File: config.mk
export PLATFORM = sky130hd
export DESIGN_NAME = cscp_core
export DESIGN_NICKNAME = d
export VERILOG_FILES = /design/src/include/cscp_pkg.sv /design/src/rtl/cscp_core.sv
export SDC_FILE = /design/constraint.sdc
export NUM_CORES = 1
export LEC_CHECK = 0
export ABC_AREA = 1
export BUFFER_PORTS_ARGS = -buffer_cell sky130_fd_sc_hd__buf_2
export CAP_MARGIN = 30
export CELL_PAD_IN_SITES_DETAIL_PLACEMENT = 0
export CELL_PAD_IN_SITES_GLOBAL_PLACEMENT = 2
export CORE_MARGIN = 2
export CORE_UTILIZATION = 39
export CTS_CLUSTER_DIAMETER = 30
export DETAILED_ROUTE_END_ITERATION = 10
export PLACE_DENSITY = 0.95
export SLEW_MARGIN = 20
export SYNTH_ARGS = -nofsm -noshare
export SYNTH_HDL_FRONTEND = slang
export SYNTH_SLANG_ARGS = --single-unit
File: constraint.sdc
create_clock -name i_ref_clk -period 16.5 [get_ports i_ref_clk]
set_clock_uncertainty 0.1 [all_clocks]
set_input_delay 3.3 -clock i_ref_clk [delete_from_list [all_inputs] [get_ports i_ref_clk]]
set_output_delay 3.3 -clock i_ref_clk [all_outputs]
set_load 0.02 [all_outputs]
File: src/include/cscp_pkg.sv
// Purpose: Shared constants for the stack, context and pointer block
// Assumes: One instruction clock, synchronous active-high reset
// Notes: Data addresses are 12 bits: 5-bit bank, 7-bit offset
package cscp_pkg;
    // Return-address stack
    localparam int unsigned STK_DEPTH = 16;
    localparam int unsigned STK_CNT_W = 5;
    localparam int unsigned RET_ADDR_W = 15;
    // Pointers and memories
    localparam int unsigned PTR_W = 16;
    localparam int unsigned DATA_ADDR_W = 12;
    localparam int unsigned PROG_WORD_W = 14;
    localparam int unsigned PROG_SEL_BIT = 7;
    localparam logic [15:0] LIN_BASE = 16'h2000;
    localparam logic [15:0] LIN_LAST = 16'h29ff;
    localparam logic [11:0] GPR_PER_BANK = 12'h050;
    localparam logic [6:0] GPR_BANK_OFS = 7'h20;
    // Instruction set
    localparam logic [5:0] NUM_INSTR = 6'h31;
    // Reset values
    localparam logic [15:0] PTR_RST = 16'h0000;
    localparam logic [7:0] BYTE_RST = 8'h00;
    // Operand addressing modes
    typedef enum logic [1:0] {
        CSCP_AM_DIRECT = 2'b00,
        CSCP_AM_INDIRECT = 2'b01,
        CSCP_AM_RELATIVE = 2'b10
    } cscp_amode_e;
    // Access sequencer
    typedef enum logic [1:0] {
        CSCP_ST_IDLE = 2'b00,
        CSCP_ST_DATA = 2'b01,
        CSCP_ST_PROG = 2'b10,
        CSCP_ST_PWAIT = 2'b11
    } cscp_state_e;
endpackage

File: src/rtl/cscp_core.sv
// Purpose: Return stack, interrupt shadows and file select pointers of a small CPU
// Assumes: All inputs come from core logic on i_ref_clk
// Notes: Notes on behaviour listed below
`timescale 1ns/1ps
`default_nettype none
module cscp_core
    import cscp_pkg::*;
#(
    parameter int unsigned STACK_DEPTH = STK_DEPTH
) (
    input wire logic i_ref_clk,
    input wire logic i_srst,
    input wire logic i_push,
    input wire logic i_pop,
    input wire logic [RET_ADDR_W-1:0] i_push_addr,
    input wire logic i_stack_reset_en,
    input wire logic i_clr_ovf,
    input wire logic i_clr_unf,
    input wire logic i_irq_entry,
    input wire logic i_irq_return,
    input wire logic [7:0] i_live_w,
    input wire logic [4:0] i_live_status,
    input wire logic [4:0] i_live_bsr,
    input wire logic [6:0] i_live_pclath,
    input wire logic i_ptr_wr,
    input wire logic i_ptr_sel,
    input wire logic i_ptr_hi,
    input wire logic [7:0] i_ptr_wdata,
    input wire logic [5:0] i_op_index,
    input wire logic i_acc_req,
    input wire logic i_acc_wr,
    input wire logic [1:0] i_acc_mode,
    input wire logic i_acc_ptr_sel,
    input wire logic [5:0] i_acc_ofs,
    input wire logic [6:0] i_dir_addr,
    input wire logic [7:0] i_acc_wdata,
    input wire logic [7:0] i_data_rdata,
    input wire logic [PROG_WORD_W-1:0] i_prog_rdata,
    output logic [RET_ADDR_W-1:0] o_ret_addr,
    output logic o_ret_valid,
    output logic [STK_CNT_W-1:0] o_stack_level,
    output logic o_stack_overflow_flag,
    output logic o_stack_underflow_flag,
    output logic o_soft_reset,
    output logic o_restore,
    output logic [7:0] o_rest_w,
    output logic [4:0] o_rest_status,
    output logic [4:0] o_rest_bsr,
    output logic [6:0] o_rest_pclath,
    output logic [PTR_W-1:0] o_ptr0,
    output logic [PTR_W-1:0] o_ptr1,
    output logic o_op_illegal,
    output logic o_busy,
    output logic [DATA_ADDR_W-1:0] o_data_addr,
    output logic o_data_rd,
    output logic o_data_wr,
    output logic [7:0] o_data_wdata,
    output logic [RET_ADDR_W-1:0] o_prog_addr,
    output logic o_prog_rd,
    output logic [7:0] o_rdata,
    output logic o_rdata_valid
);
    if (STACK_DEPTH < 2 || STACK_DEPTH > STK_DEPTH) begin : g_bad_depth
        $error("STACK_DEPTH must lie between 2 and 16");
    end

    localparam logic [STK_CNT_W-1:0] DEPTH_CNT = STK_CNT_W'(STACK_DEPTH);

    ////////////////////////////////////////////////////////////////////////
    // Return-address stack
    logic [RET_ADDR_W-1:0] stack_mem [STACK_DEPTH];
    logic [STK_CNT_W-1:0] level_q;
    logic [RET_ADDR_W-1:0] ret_addr_q;
    logic ret_valid_q, ovf_q, unf_q, soft_rst_q;

    wire stack_full = (level_q == DEPTH_CNT);
    wire stack_empty = (level_q == '0);
    wire push_ok = i_push && !i_pop && !stack_full;
    wire pop_ok = i_pop && !i_push && !stack_empty;
    wire ovf_evt = i_push && !i_pop && stack_full;
    wire unf_evt = i_pop && !i_push && stack_empty;
    wire err_reset = i_stack_reset_en && (ovf_evt || unf_evt);
    wire [STK_CNT_W-1:0] top_idx = level_q - 1'b1;

    always_ff @(posedge i_ref_clk) begin
        if (push_ok) begin
            stack_mem[level_q[3:0]] <= i_push_addr;
        end
    end

    always_ff @(posedge i_ref_clk) begin
        if (i_srst || err_reset) begin
            level_q <= '0;
        end else if (push_ok) begin
            level_q <= level_q + 1'b1;
        end else if (pop_ok) begin
            level_q <= top_idx;
        end
    end

    // Underflow returns address zero, like an empty stack slot
    always_ff @(posedge i_ref_clk) begin
        if (i_srst) begin
            ret_addr_q <= '0;
            ret_valid_q <= 1'b0;
        end else begin
            ret_valid_q <= i_pop && !i_push;
            if (pop_ok) begin
                ret_addr_q <= stack_mem[top_idx[3:0]];
            end else if (unf_evt) begin
                ret_addr_q <= '0;
            end
        end
    end

    // Flags survive the error reset so software can see the cause; set beats clear
    always_ff @(posedge i_ref_clk) begin
        if (i_srst) begin
            ovf_q <= 1'b0;
            unf_q <= 1'b0;
            soft_rst_q <= 1'b0;
        end else begin
            ovf_q <= ovf_evt || (ovf_q && !i_clr_ovf);
            unf_q <= unf_evt || (unf_q && !i_clr_unf);
            soft_rst_q <= err_reset;
        end
    end

    ////////////////////////////////////////////////////////////////////////
    // Pointers and interrupt shadows
    logic [PTR_W-1:0] ptr0_q, ptr1_q, sh_ptr0_q, sh_ptr1_q;
    logic [7:0] sh_w_q;
    logic [4:0] sh_status_q, sh_bsr_q;
    logic [6:0] sh_pclath_q;
    logic restore_q;

    wire [PTR_W-1:0] ptr_wr_val0 = i_ptr_hi ? {i_ptr_wdata, ptr0_q[7:0]}
                                            : {ptr0_q[15:8], i_ptr_wdata};
    wire [PTR_W-1:0] ptr_wr_val1 = i_ptr_hi ? {i_ptr_wdata, ptr1_q[7:0]}
                                            : {ptr1_q[15:8], i_ptr_wdata};

    // Restore wins over a same-cycle pointer write
    always_ff @(posedge i_ref_clk) begin
        if (i_srst) begin
            ptr0_q <= PTR_RST;
            ptr1_q <= PTR_RST;
        end else if (i_irq_return) begin
            ptr0_q <= sh_ptr0_q;
            ptr1_q <= sh_ptr1_q;
        end else if (i_ptr_wr) begin
            if (i_ptr_sel) begin
                ptr1_q <= ptr_wr_val1;
            end else begin
                ptr0_q <= ptr_wr_val0;
            end
        end
    end

    always_ff @(posedge i_ref_clk) begin
        if (i_srst) begin
            sh_ptr0_q <= PTR_RST;
            sh_ptr1_q <= PTR_RST;
            sh_w_q <= BYTE_RST;
            sh_status_q <= '0;
            sh_bsr_q <= '0;
            sh_pclath_q <= '0;
        end else if (i_irq_entry) begin
            sh_ptr0_q <= ptr0_q;
            sh_ptr1_q <= ptr1_q;
            sh_w_q <= i_live_w;
            sh_status_q <= i_live_status;
            sh_bsr_q <= i_live_bsr;
            sh_pclath_q <= i_live_pclath;
        end
    end

    always_ff @(posedge i_ref_clk) begin
        if (i_srst) begin
            restore_q <= 1'b0;
        end else begin
            restore_q <= i_irq_return;
        end
    end

    logic op_illegal_q;
    always_ff @(posedge i_ref_clk) begin
        if (i_srst) begin
            op_illegal_q <= 1'b0;
        end else begin
            op_illegal_q <= (i_op_index >= NUM_INSTR);
        end
    end

    ////////////////////////////////////////////////////////////////////////
    // Operand address generation
    wire [PTR_W-1:0] acc_ptr = i_acc_ptr_sel ? ptr1_q : ptr0_q;
    wire [PTR_W-1:0] rel_addr = acc_ptr + {{10{i_acc_ofs[5]}}, i_acc_ofs};
    wire [PTR_W-1:0] dir_addr = {4'h0, i_live_bsr, i_dir_addr};
    logic [PTR_W-1:0] eff_addr;
    always_comb begin
        unique case (i_acc_mode)
            CSCP_AM_INDIRECT: eff_addr = acc_ptr;
            CSCP_AM_RELATIVE: eff_addr = rel_addr;
            default: eff_addr = dir_addr;
        endcase
    end

    wire is_prog = eff_addr[8 + PROG_SEL_BIT];
    wire is_trad = (eff_addr[15:12] == 4'h0);
    wire is_lin = (eff_addr >= LIN_BASE) && (eff_addr <= LIN_LAST);
    wire [11:0] lin_ofs = eff_addr[11:0];
    wire [11:0] lin_quot = lin_ofs / GPR_PER_BANK;
    wire [11:0] lin_rem = lin_ofs % GPR_PER_BANK;
    wire [DATA_ADDR_W-1:0] lin_addr = {lin_quot[4:0], lin_rem[6:0] + GPR_BANK_OFS};
    wire [DATA_ADDR_W-1:0] data_addr = is_lin ? lin_addr : eff_addr[11:0];
    wire data_hit = !is_prog && (is_trad || is_lin);

    ////////////////////////////////////////////////////////////////////////
    // Access sequencer
    cscp_state_e st_q;
    logic busy_q, data_rd_q, data_wr_q, prog_rd_q, rdv_q;
    logic [DATA_ADDR_W-1:0] data_addr_q;
    logic [7:0] wdata_q, rdata_q;
    logic [RET_ADDR_W-1:0] prog_addr_q;
    logic zero_read_q;

    wire take = i_acc_req && (st_q == CSCP_ST_IDLE);

    always_ff @(posedge i_ref_clk) begin
        if (i_srst) begin
            st_q <= CSCP_ST_IDLE;
        end else begin
            unique case (st_q)
                CSCP_ST_IDLE: begin
                    if (take) begin
                        st_q <= is_prog ? CSCP_ST_PROG : CSCP_ST_DATA;
                    end
                end
                CSCP_ST_PROG: st_q <= CSCP_ST_PWAIT;
                CSCP_ST_DATA, CSCP_ST_PWAIT: st_q <= CSCP_ST_IDLE;
            endcase
        end
    end

    // Unmapped data addresses read zero and raise no strobe
    always_ff @(posedge i_ref_clk) begin
        if (i_srst) begin
            busy_q <= 1'b0;
            data_rd_q <= 1'b0;
            data_wr_q <= 1'b0;
            prog_rd_q <= 1'b0;
            data_addr_q <= '0;
            wdata_q <= BYTE_RST;
            prog_addr_q <= '0;
            zero_read_q <= 1'b0;
        end else begin
            busy_q <= take || (st_q == CSCP_ST_PROG);
            data_rd_q <= take && !i_acc_wr && data_hit;
            data_wr_q <= take && i_acc_wr && data_hit;
            prog_rd_q <= take && !i_acc_wr && is_prog;
            if (take) begin
                data_addr_q <= data_addr;
                wdata_q <= i_acc_wdata;
                prog_addr_q <= eff_addr[RET_ADDR_W-1:0];
                zero_read_q <= !is_prog && !data_hit && !i_acc_wr;
            end
        end
    end

    always_ff @(posedge i_ref_clk) begin
        if (i_srst) begin
            rdata_q <= BYTE_RST;
            rdv_q <= 1'b0;
        end else begin
            // Program writes still take the extra cycle but return nothing
            rdv_q <= (st_q == CSCP_ST_PWAIT && !prog_wr_q)
                || (st_q == CSCP_ST_DATA && (data_rd_q || zero_read_q));
            if (st_q == CSCP_ST_DATA && (data_rd_q || zero_read_q)) begin
                rdata_q <= zero_read_q ? BYTE_RST : i_data_rdata;
            end else if (st_q == CSCP_ST_PWAIT && !prog_wr_q) begin
                rdata_q <= i_prog_rdata[7:0];
            end
        end
    end

    logic prog_wr_q;
    always_ff @(posedge i_ref_clk) begin
        if (i_srst) begin
            prog_wr_q <= 1'b0;
        end else if (take) begin
            prog_wr_q <= i_acc_wr;
        end
    end

    ////////////////////////////////////////////////////////////////////////
    // Outputs
    assign o_ret_addr = ret_addr_q;
    assign o_ret_valid = ret_valid_q;
    assign o_stack_level = level_q;
    assign o_stack_overflow_flag = ovf_q;
    assign o_stack_underflow_flag = unf_q;
    assign o_soft_reset = soft_rst_q;
    assign o_restore = restore_q;
    assign o_rest_w = sh_w_q;
    assign o_rest_status = sh_status_q;
    assign o_rest_bsr = sh_bsr_q;
    assign o_rest_pclath = sh_pclath_q;
    assign o_ptr0 = ptr0_q;
    assign o_ptr1 = ptr1_q;
    assign o_op_illegal = op_illegal_q;
    assign o_busy = busy_q;
    assign o_data_addr = data_addr_q;
    assign o_data_rd = data_rd_q;
    assign o_data_wr = data_wr_q;
    assign o_data_wdata = wdata_q;
    assign o_prog_addr = prog_addr_q;
    assign o_prog_rd = prog_rd_q;
    assign o_rdata = rdata_q;
    assign o_rdata_valid = rdv_q;
endmodule
`default_nettype wire
### Word level (Yosys, flattened, before mapping)

Memory sizes are Yosys's and may differ from the RTL's.
Index checks and enable logic that the tools add are counted.

* add/subtract/negate cells: 4
* divide/modulo/power cells: 2
* magnitude comparators: 3
* equality and inequality tests: 9
* mux-type cells: 22
* reduce and logical (&&, ||, !) cells: 53

Operators with widths (count)
* 2-to-1 mux 16 bit: 8
* case mux 16 bit (2 select lines): 1
* 2-to-1 mux 15 bit: 2
* 2-to-1 mux 8 bit: 3
* logical AND 1 bit: 21
* adder 16 bit: 1
* >= comparator 16 x 14 -> 1 bit (second input constant): 1
* less-or-equal comparator 16 x 14 -> 1 bit (second input constant): 1
* divider 12 x 7 -> 12 bit (second input constant): 1
* modulo 12 x 7 -> 12 bit (second input constant): 1
* 2-to-1 mux 12 bit: 1
* AND reduction 3 bit: 4
* nonzero test 2 bit: 6
* zero test 1 bit: 10
* 2-to-1 mux 5 bit: 2
* logical OR 1 bit: 8
* adder 7 x 6 -> 7 bit (second input constant): 1
* equality test 2 bit (second input constant): 3
* >= comparator 6 bit (second input constant): 1
* inequality test 2 bit (second input constant): 3
* case mux 2 bit (3 select lines): 1
* adder 5 x 1 -> 5 bit (second input constant): 1
* equality test 5 bit (second input constant): 1
* zero test 5 bit: 1
* other kinds (7): 10

* register bits after elaboration: 167
* memory bits (writable): 240
* output and inout port bits: 131
* memories: 1

Memories
* stack_mem: depth 16, width 15, rd ports 1, clocked after Yosys merged registers in 0, wr ports 1, RTL line cscp_core.sv:71 `logic [RET_ADDR_W-1:0] stack_mem [STACK_DEPTH];`

### Depth between registers and ports, before layout

* depth after elaboration: 10
* gate-level depth with buffers: 46
* gate-level depth less buffers: 44

### Worst setup path after synthesis

OpenSTA, ideal clock, no wires.

* path type: input-to-reg
* start: in i_acc_ptr_sel
* end: reg data_addr_q[5], in the netlist o_data_addr[5]
* setup time: 134 ps
* data arrival time: 7257 ps
* data required time: 16266 ps
* slack: 9009 ps
* stages on the path: 36
* buffers on the path: 3
* cells stage by stage: buf_2 > buf_1 > buf_1 > nor2_1 > a21oi_1 > ha_1 > inv_1 > fa_1 > o21bai_2 > nand2_1 > nand3b_1 > nand3_1 > a21oi_2 > nand2_1 > inv_1 > nand2_2 > nand3_1 > nand3_2 > nand2_2 > nand3_1 > nand2_2 > nand2_2 > nand2_4 > nand2_2 > nand2_2 > nand3_2 > nand2_2 > nand2_2 > nand2_1 > nand3_2 > nand2_2 > nand2_2 > nand2_1 > nand2_1 > o21ai_1 > a21oi_1

* longest elaborated chain between the ends: 6
* elaborated cells between the ends (all ways): 9
* those cells by class: add/sub: 2; div: 1; order compare: 2; mux: 3; reduce/logical: 1

Ends and longest elaborated chain
* start, declared: RTL line cscp_core.sv:33 `input wire logic i_acc_ptr_sel,`
* 2-to-1 mux 16 bit (*): RTL line cscp_core.sv:196 `wire [PTR_W-1:0] acc_ptr = i_acc_ptr_sel ? ptr1_q : ptr0_q;`
* adder 16 bit: RTL line cscp_core.sv:197 `wire [PTR_W-1:0] rel_addr = acc_ptr + {{10{i_acc_ofs[5]}}, i_acc_ofs};`
* case mux 16 bit (2 select lines) (*): RTL line cscp_core.sv:201 `unique case (i_acc_mode)`
* modulo 12 x 7 -> 12 bit, or another cell as far along: RTL line cscp_core.sv:213 `wire [11:0] lin_rem = lin_ofs % GPR_PER_BANK;`
* adder 7 x 6 -> 7 bit / logical AND 1 bit (equally long branches): RTL line cscp_core.sv:214, cscp_core.sv:210
* 2-to-1 mux 12 bit (*): RTL line cscp_core.sv:215 `wire [DATA_ADDR_W-1:0] data_addr = is_lin ? lin_addr : eff_addr[11:0];`
* end signal, assigned: RTL line cscp_core.sv:262 `data_addr_q <= data_addr;`
* end, declared: RTL line cscp_core.sv:222 `logic [DATA_ADDR_W-1:0] data_addr_q;`

Every way passes the cells marked *; elsewhere a longest branch is shown, timed or not.
A chain may end at the register's enable or synchronous reset.

### Final worst setup path

Ends and elaborated chain as after synthesis.

==> impl_metrics.ini <==
[status]
run_status = finished, final reports clean

[grt]
grt-busiest-layer = met2
gr-total-overflow = 0
initial_antenna_violation_count = 3
gr-usage-met3 = 0.0600
grt_use_met1 = 0.268
grt_pass1_wl_mm = 79.0
grt_start_max_net_pins = 99
track_usage = 0.221
grt_use_met2 = 0.374
first_global_vias = 14000

[hold_path]
worst_hold_path.endpoint = o_data_addr[8]
worstHoldPathCells = 2
worstHoldStart = o_data_addr[8]
min_path_type = reg2reg

[layout]
fin_util = 0.505
finish.net_count = 2176
mostFrequentLayoutCell = sky130_fd_sc_hd__nand2_1
layout.cells.most_common_list = sky130_fd_sc_hd__nand2_1, sky130_fd_sc_hd__edfxtp_1, sky130_fd_sc_hd__buf_2
drive_gt1_frac = 0.227
layout.cell_area.non_filler_um2 = 22200
synthToLayoutAreaGrowth_pct = 28.4
fill_cells = 4036

[worst_setup_path]
critical_path_required_ns = 16.85
regToRegEndpoint = o_ret_addr[6]
cp_slowest_stage_delay_ns = 0.46
critical-path-slowest-cell = sky130_fd_sc_hd__buf_2
crit_type = in2reg
timing.rr.start = o_stack_level[0]
path_max_fanout = 31
setup.worst_path.start_class = primary input
most_frequent_cell_on_the_critical_path = sky130_fd_sc_hd__nand2_2
r2r.worst_path.cells = 10
timing.critical_path.arrival_ns = 7.81
reg_to_reg_setup_timing_slack_ns = 11.56
setup.worst_path.end_class = register

[die]
die_x_um = 214
core_outline_area_um2 = 43900
initial_core_util = 0.393
floorplan.rows = 77
chipHeight_um = 214
fp.dieArea_um2 = 46000
floorplan.io_pins = 245

[timing]
fmax_ghz = 0.134
maxSlewHeadroom = 0.349
setup_total_negative_slack_ns = 0
holdWs_ns = 0.360
finalWorstPathRequiredPeriod_ns = 7.47
tightest_slew_ns = 0.972
timing.final.hold_violations = 0
grt_setup_unrepaired = no
finalMaxSlewViolations = 0
min_period_over_period = 0.453
number_of_failing_setup_endpoints_in_the_final_timing_report = 0

[yosys]
yosysSeqAreaShare = 0.608
library_cells_used_by_synthesis = 51
syn_area_um2 = 17300
postSynth.topFlopCell = sky130_fd_sc_hd__edfxtp_1
netlist_instances = 1784
synth_fp_nets = 1921
postSynthAreaPerCell_um2 = 9.68
ys_async_sr_fraction = 0
synthDominantCellAreaShare = 0.417
yosys_warnings = 0
ys_ff_latch = 404
synthDominantAreaCellType = sky130_fd_sc_hd__edfxtp_1
synth_edf_count = 240
ys_top_cells_by_area = sky130_fd_sc_hd__edfxtp_1, sky130_fd_sc_hd__dfxtp_1, sky130_fd_sc_hd__nand2_1

[cts]
cts.htree.levels = 3
clock_latency_ns = 0.61
cts_post_setup_buffers_inserted = 0
clock_tree_from_tritoncts = built
clk_path_buf_depth = 3
ctsHoldBuffers = 0
cts.root.buffer_cell = sky130_fd_sc_hd__clkbuf_16
cts_resized = 0
clk_pin_slew_ns = 0.04
clock_sinks = 404
cts_inserted_buffers = 90

[placed_design]
port-buffer-count = 238
placed_area_um2 = 19100
place.detailed.hpwl_mm = 31.5
place_congestion = 0.864

[drt]
drt_iter0_drc = 1273
wl_mm = 51.6
num_vias = 14300
post-route-drc-count = 0
route.detailed.wl_per_inst_um = 19.1
via_per_inst = 5.29
drt_first_pass_iters = 6
antenna_violating_nets_post_route = 0

[job]
drv.max_cap_violation_count = 0

[power_and_ir_drop]
leakage_power_figure_nw = 9.14
totalPowerFinal_mw = 3.62
cellPowerDensity_nw_per_um2 = 163
vdd_ir_drop_max_uv = 91.3
flip-flops by register name, indices dropped and copies added (netlist names), 12 cells and up:
| name | cells |
|---|---|
| sh_ptr0_q | 16 |
| stack_mem | 240 |
| o_prog_addr | 12 |
| o_ptr1 | 16 |
| sh_ptr1_q | 16 |
| o_ptr0 | 16 |
| o_ret_addr | 15 |
| o_data_addr | 12 |
logic make-up (layout without fill, tap and decap cells):
family                   after synthesis  after routing  synth area share
AND/OR/NAND/NOR                      635            635             0.155
AO/OA/AOI/OAI                        501            501             0.169
flip-flops                           404            404             0.608
buffers and inverters                211            538            0.0467
adder cells (fa/ha/maj)               23             23            0.0171
XOR/XNOR                               9              9           0.00457
multiplexers                           1              1          0.000580
other                                  0              3                 0
how the worst max path moves through the flow:
stage                             start        endpoint  slack (ns)  depth (start not counted)
after floorplan           i_acc_ptr_sel  o_data_addr[5]        9.01                         36
after global placement    i_acc_ptr_sel  o_data_addr[5]        8.50                         36
after detailed placement  i_acc_ptr_sel  o_data_addr[5]        8.42                         34
after CTS                 i_acc_ptr_sel  o_data_addr[5]        9.05                         34
after global routing      i_acc_ptr_sel  o_data_addr[5]        8.65                         34
final                     i_acc_ptr_sel  o_data_addr[5]        9.03                         34
cell usage after synthesis, types with 2 or more instances:
cell,instances
sky130_fd_sc_hd__xnor2_1,3
sky130_fd_sc_hd__nor3_1,27
sky130_fd_sc_hd__clkbuf_1,94
sky130_fd_sc_hd__buf_2,2
sky130_fd_sc_hd__a211oi_1,15
sky130_fd_sc_hd__nor2_1,187
sky130_fd_sc_hd__edfxtp_1,240
sky130_fd_sc_hd__o22ai_1,7
sky130_fd_sc_hd__xor2_1,6
sky130_fd_sc_hd__o21ai_0,135
sky130_fd_sc_hd__a211o_1,4
sky130_fd_sc_hd__nand4_1,7
sky130_fd_sc_hd__inv_1,91
sky130_fd_sc_hd__nand2_4,2
sky130_fd_sc_hd__a32o_1,2
sky130_fd_sc_hd__nand3_2,8
sky130_fd_sc_hd__clkinv_1,4
sky130_fd_sc_hd__o21ai_1,3
sky130_fd_sc_hd__o21a_1,2
sky130_fd_sc_hd__a22oi_1,46
sky130_fd_sc_hd__or3_1,9
sky130_fd_sc_hd__a221oi_1,38
sky130_fd_sc_hd__inv_2,7
sky130_fd_sc_hd__nand2_2,20
sky130_fd_sc_hd__nand3b_1,2
sky130_fd_sc_hd__o211ai_1,2
sky130_fd_sc_hd__ha_1,22
sky130_fd_sc_hd__o31ai_1,2
sky130_fd_sc_hd__a21oi_2,5
sky130_fd_sc_hd__dfxtp_1,164
sky130_fd_sc_hd__a31oi_1,4
sky130_fd_sc_hd__a21oi_1,226
sky130_fd_sc_hd__buf_4,3
sky130_fd_sc_hd__nand3_1,56
sky130_fd_sc_hd__buf_1,10
sky130_fd_sc_hd__o221ai_1,2
sky130_fd_sc_hd__nand2_1,309
sky130_fd_sc_hd__nor2_2,5
area by class of cell:
cell class,instances,area (um^2),share of cell area
clock inverter,53,647,0.0292
timing repair buffer,272,1460,0.0659
antenna,3,7.51,0.000339
tap,592,741,0.0334
inverter,102,385,0.0174
clock buffer,111,2440,0.110
multi-input combinational,1169,5990,0.270
sequential,404,10500,0.473
where the power goes:
group	total, mW	switching, mW	internal, mW
sequential	1.15	0.0309	1.12
combinational	0.696	0.477	0.219
clock	1.77	0.580	1.19
total	3.62	1.09	2.53
layer usage:
layer	vias to the layer above	share of wire
li1	6836	-
met1	6878	0.40
met2	494	0.49
met3	108	0.073
met4	2	0.030
met5	-	0.00021
per-stage QoR:
step           worst slack [ns]  cells
6_report                   9.03   2706
3_3_place_gp               8.50   2537
4_1_cts                    9.05   2703
5_1_grt                    8.65   2703
3_5_place_dp               8.42   2539
2_1_floorplan              9.01   1784
worst max-delay path: cells and delay by family:
family,cells,cell delay [ns]
simple gates,24,2.24
compound gates,5,0.94
fa+ha+maj,2,0.73
buf+inv,3,0.60
Note: power is estimated with default switching activity, not from simulation.
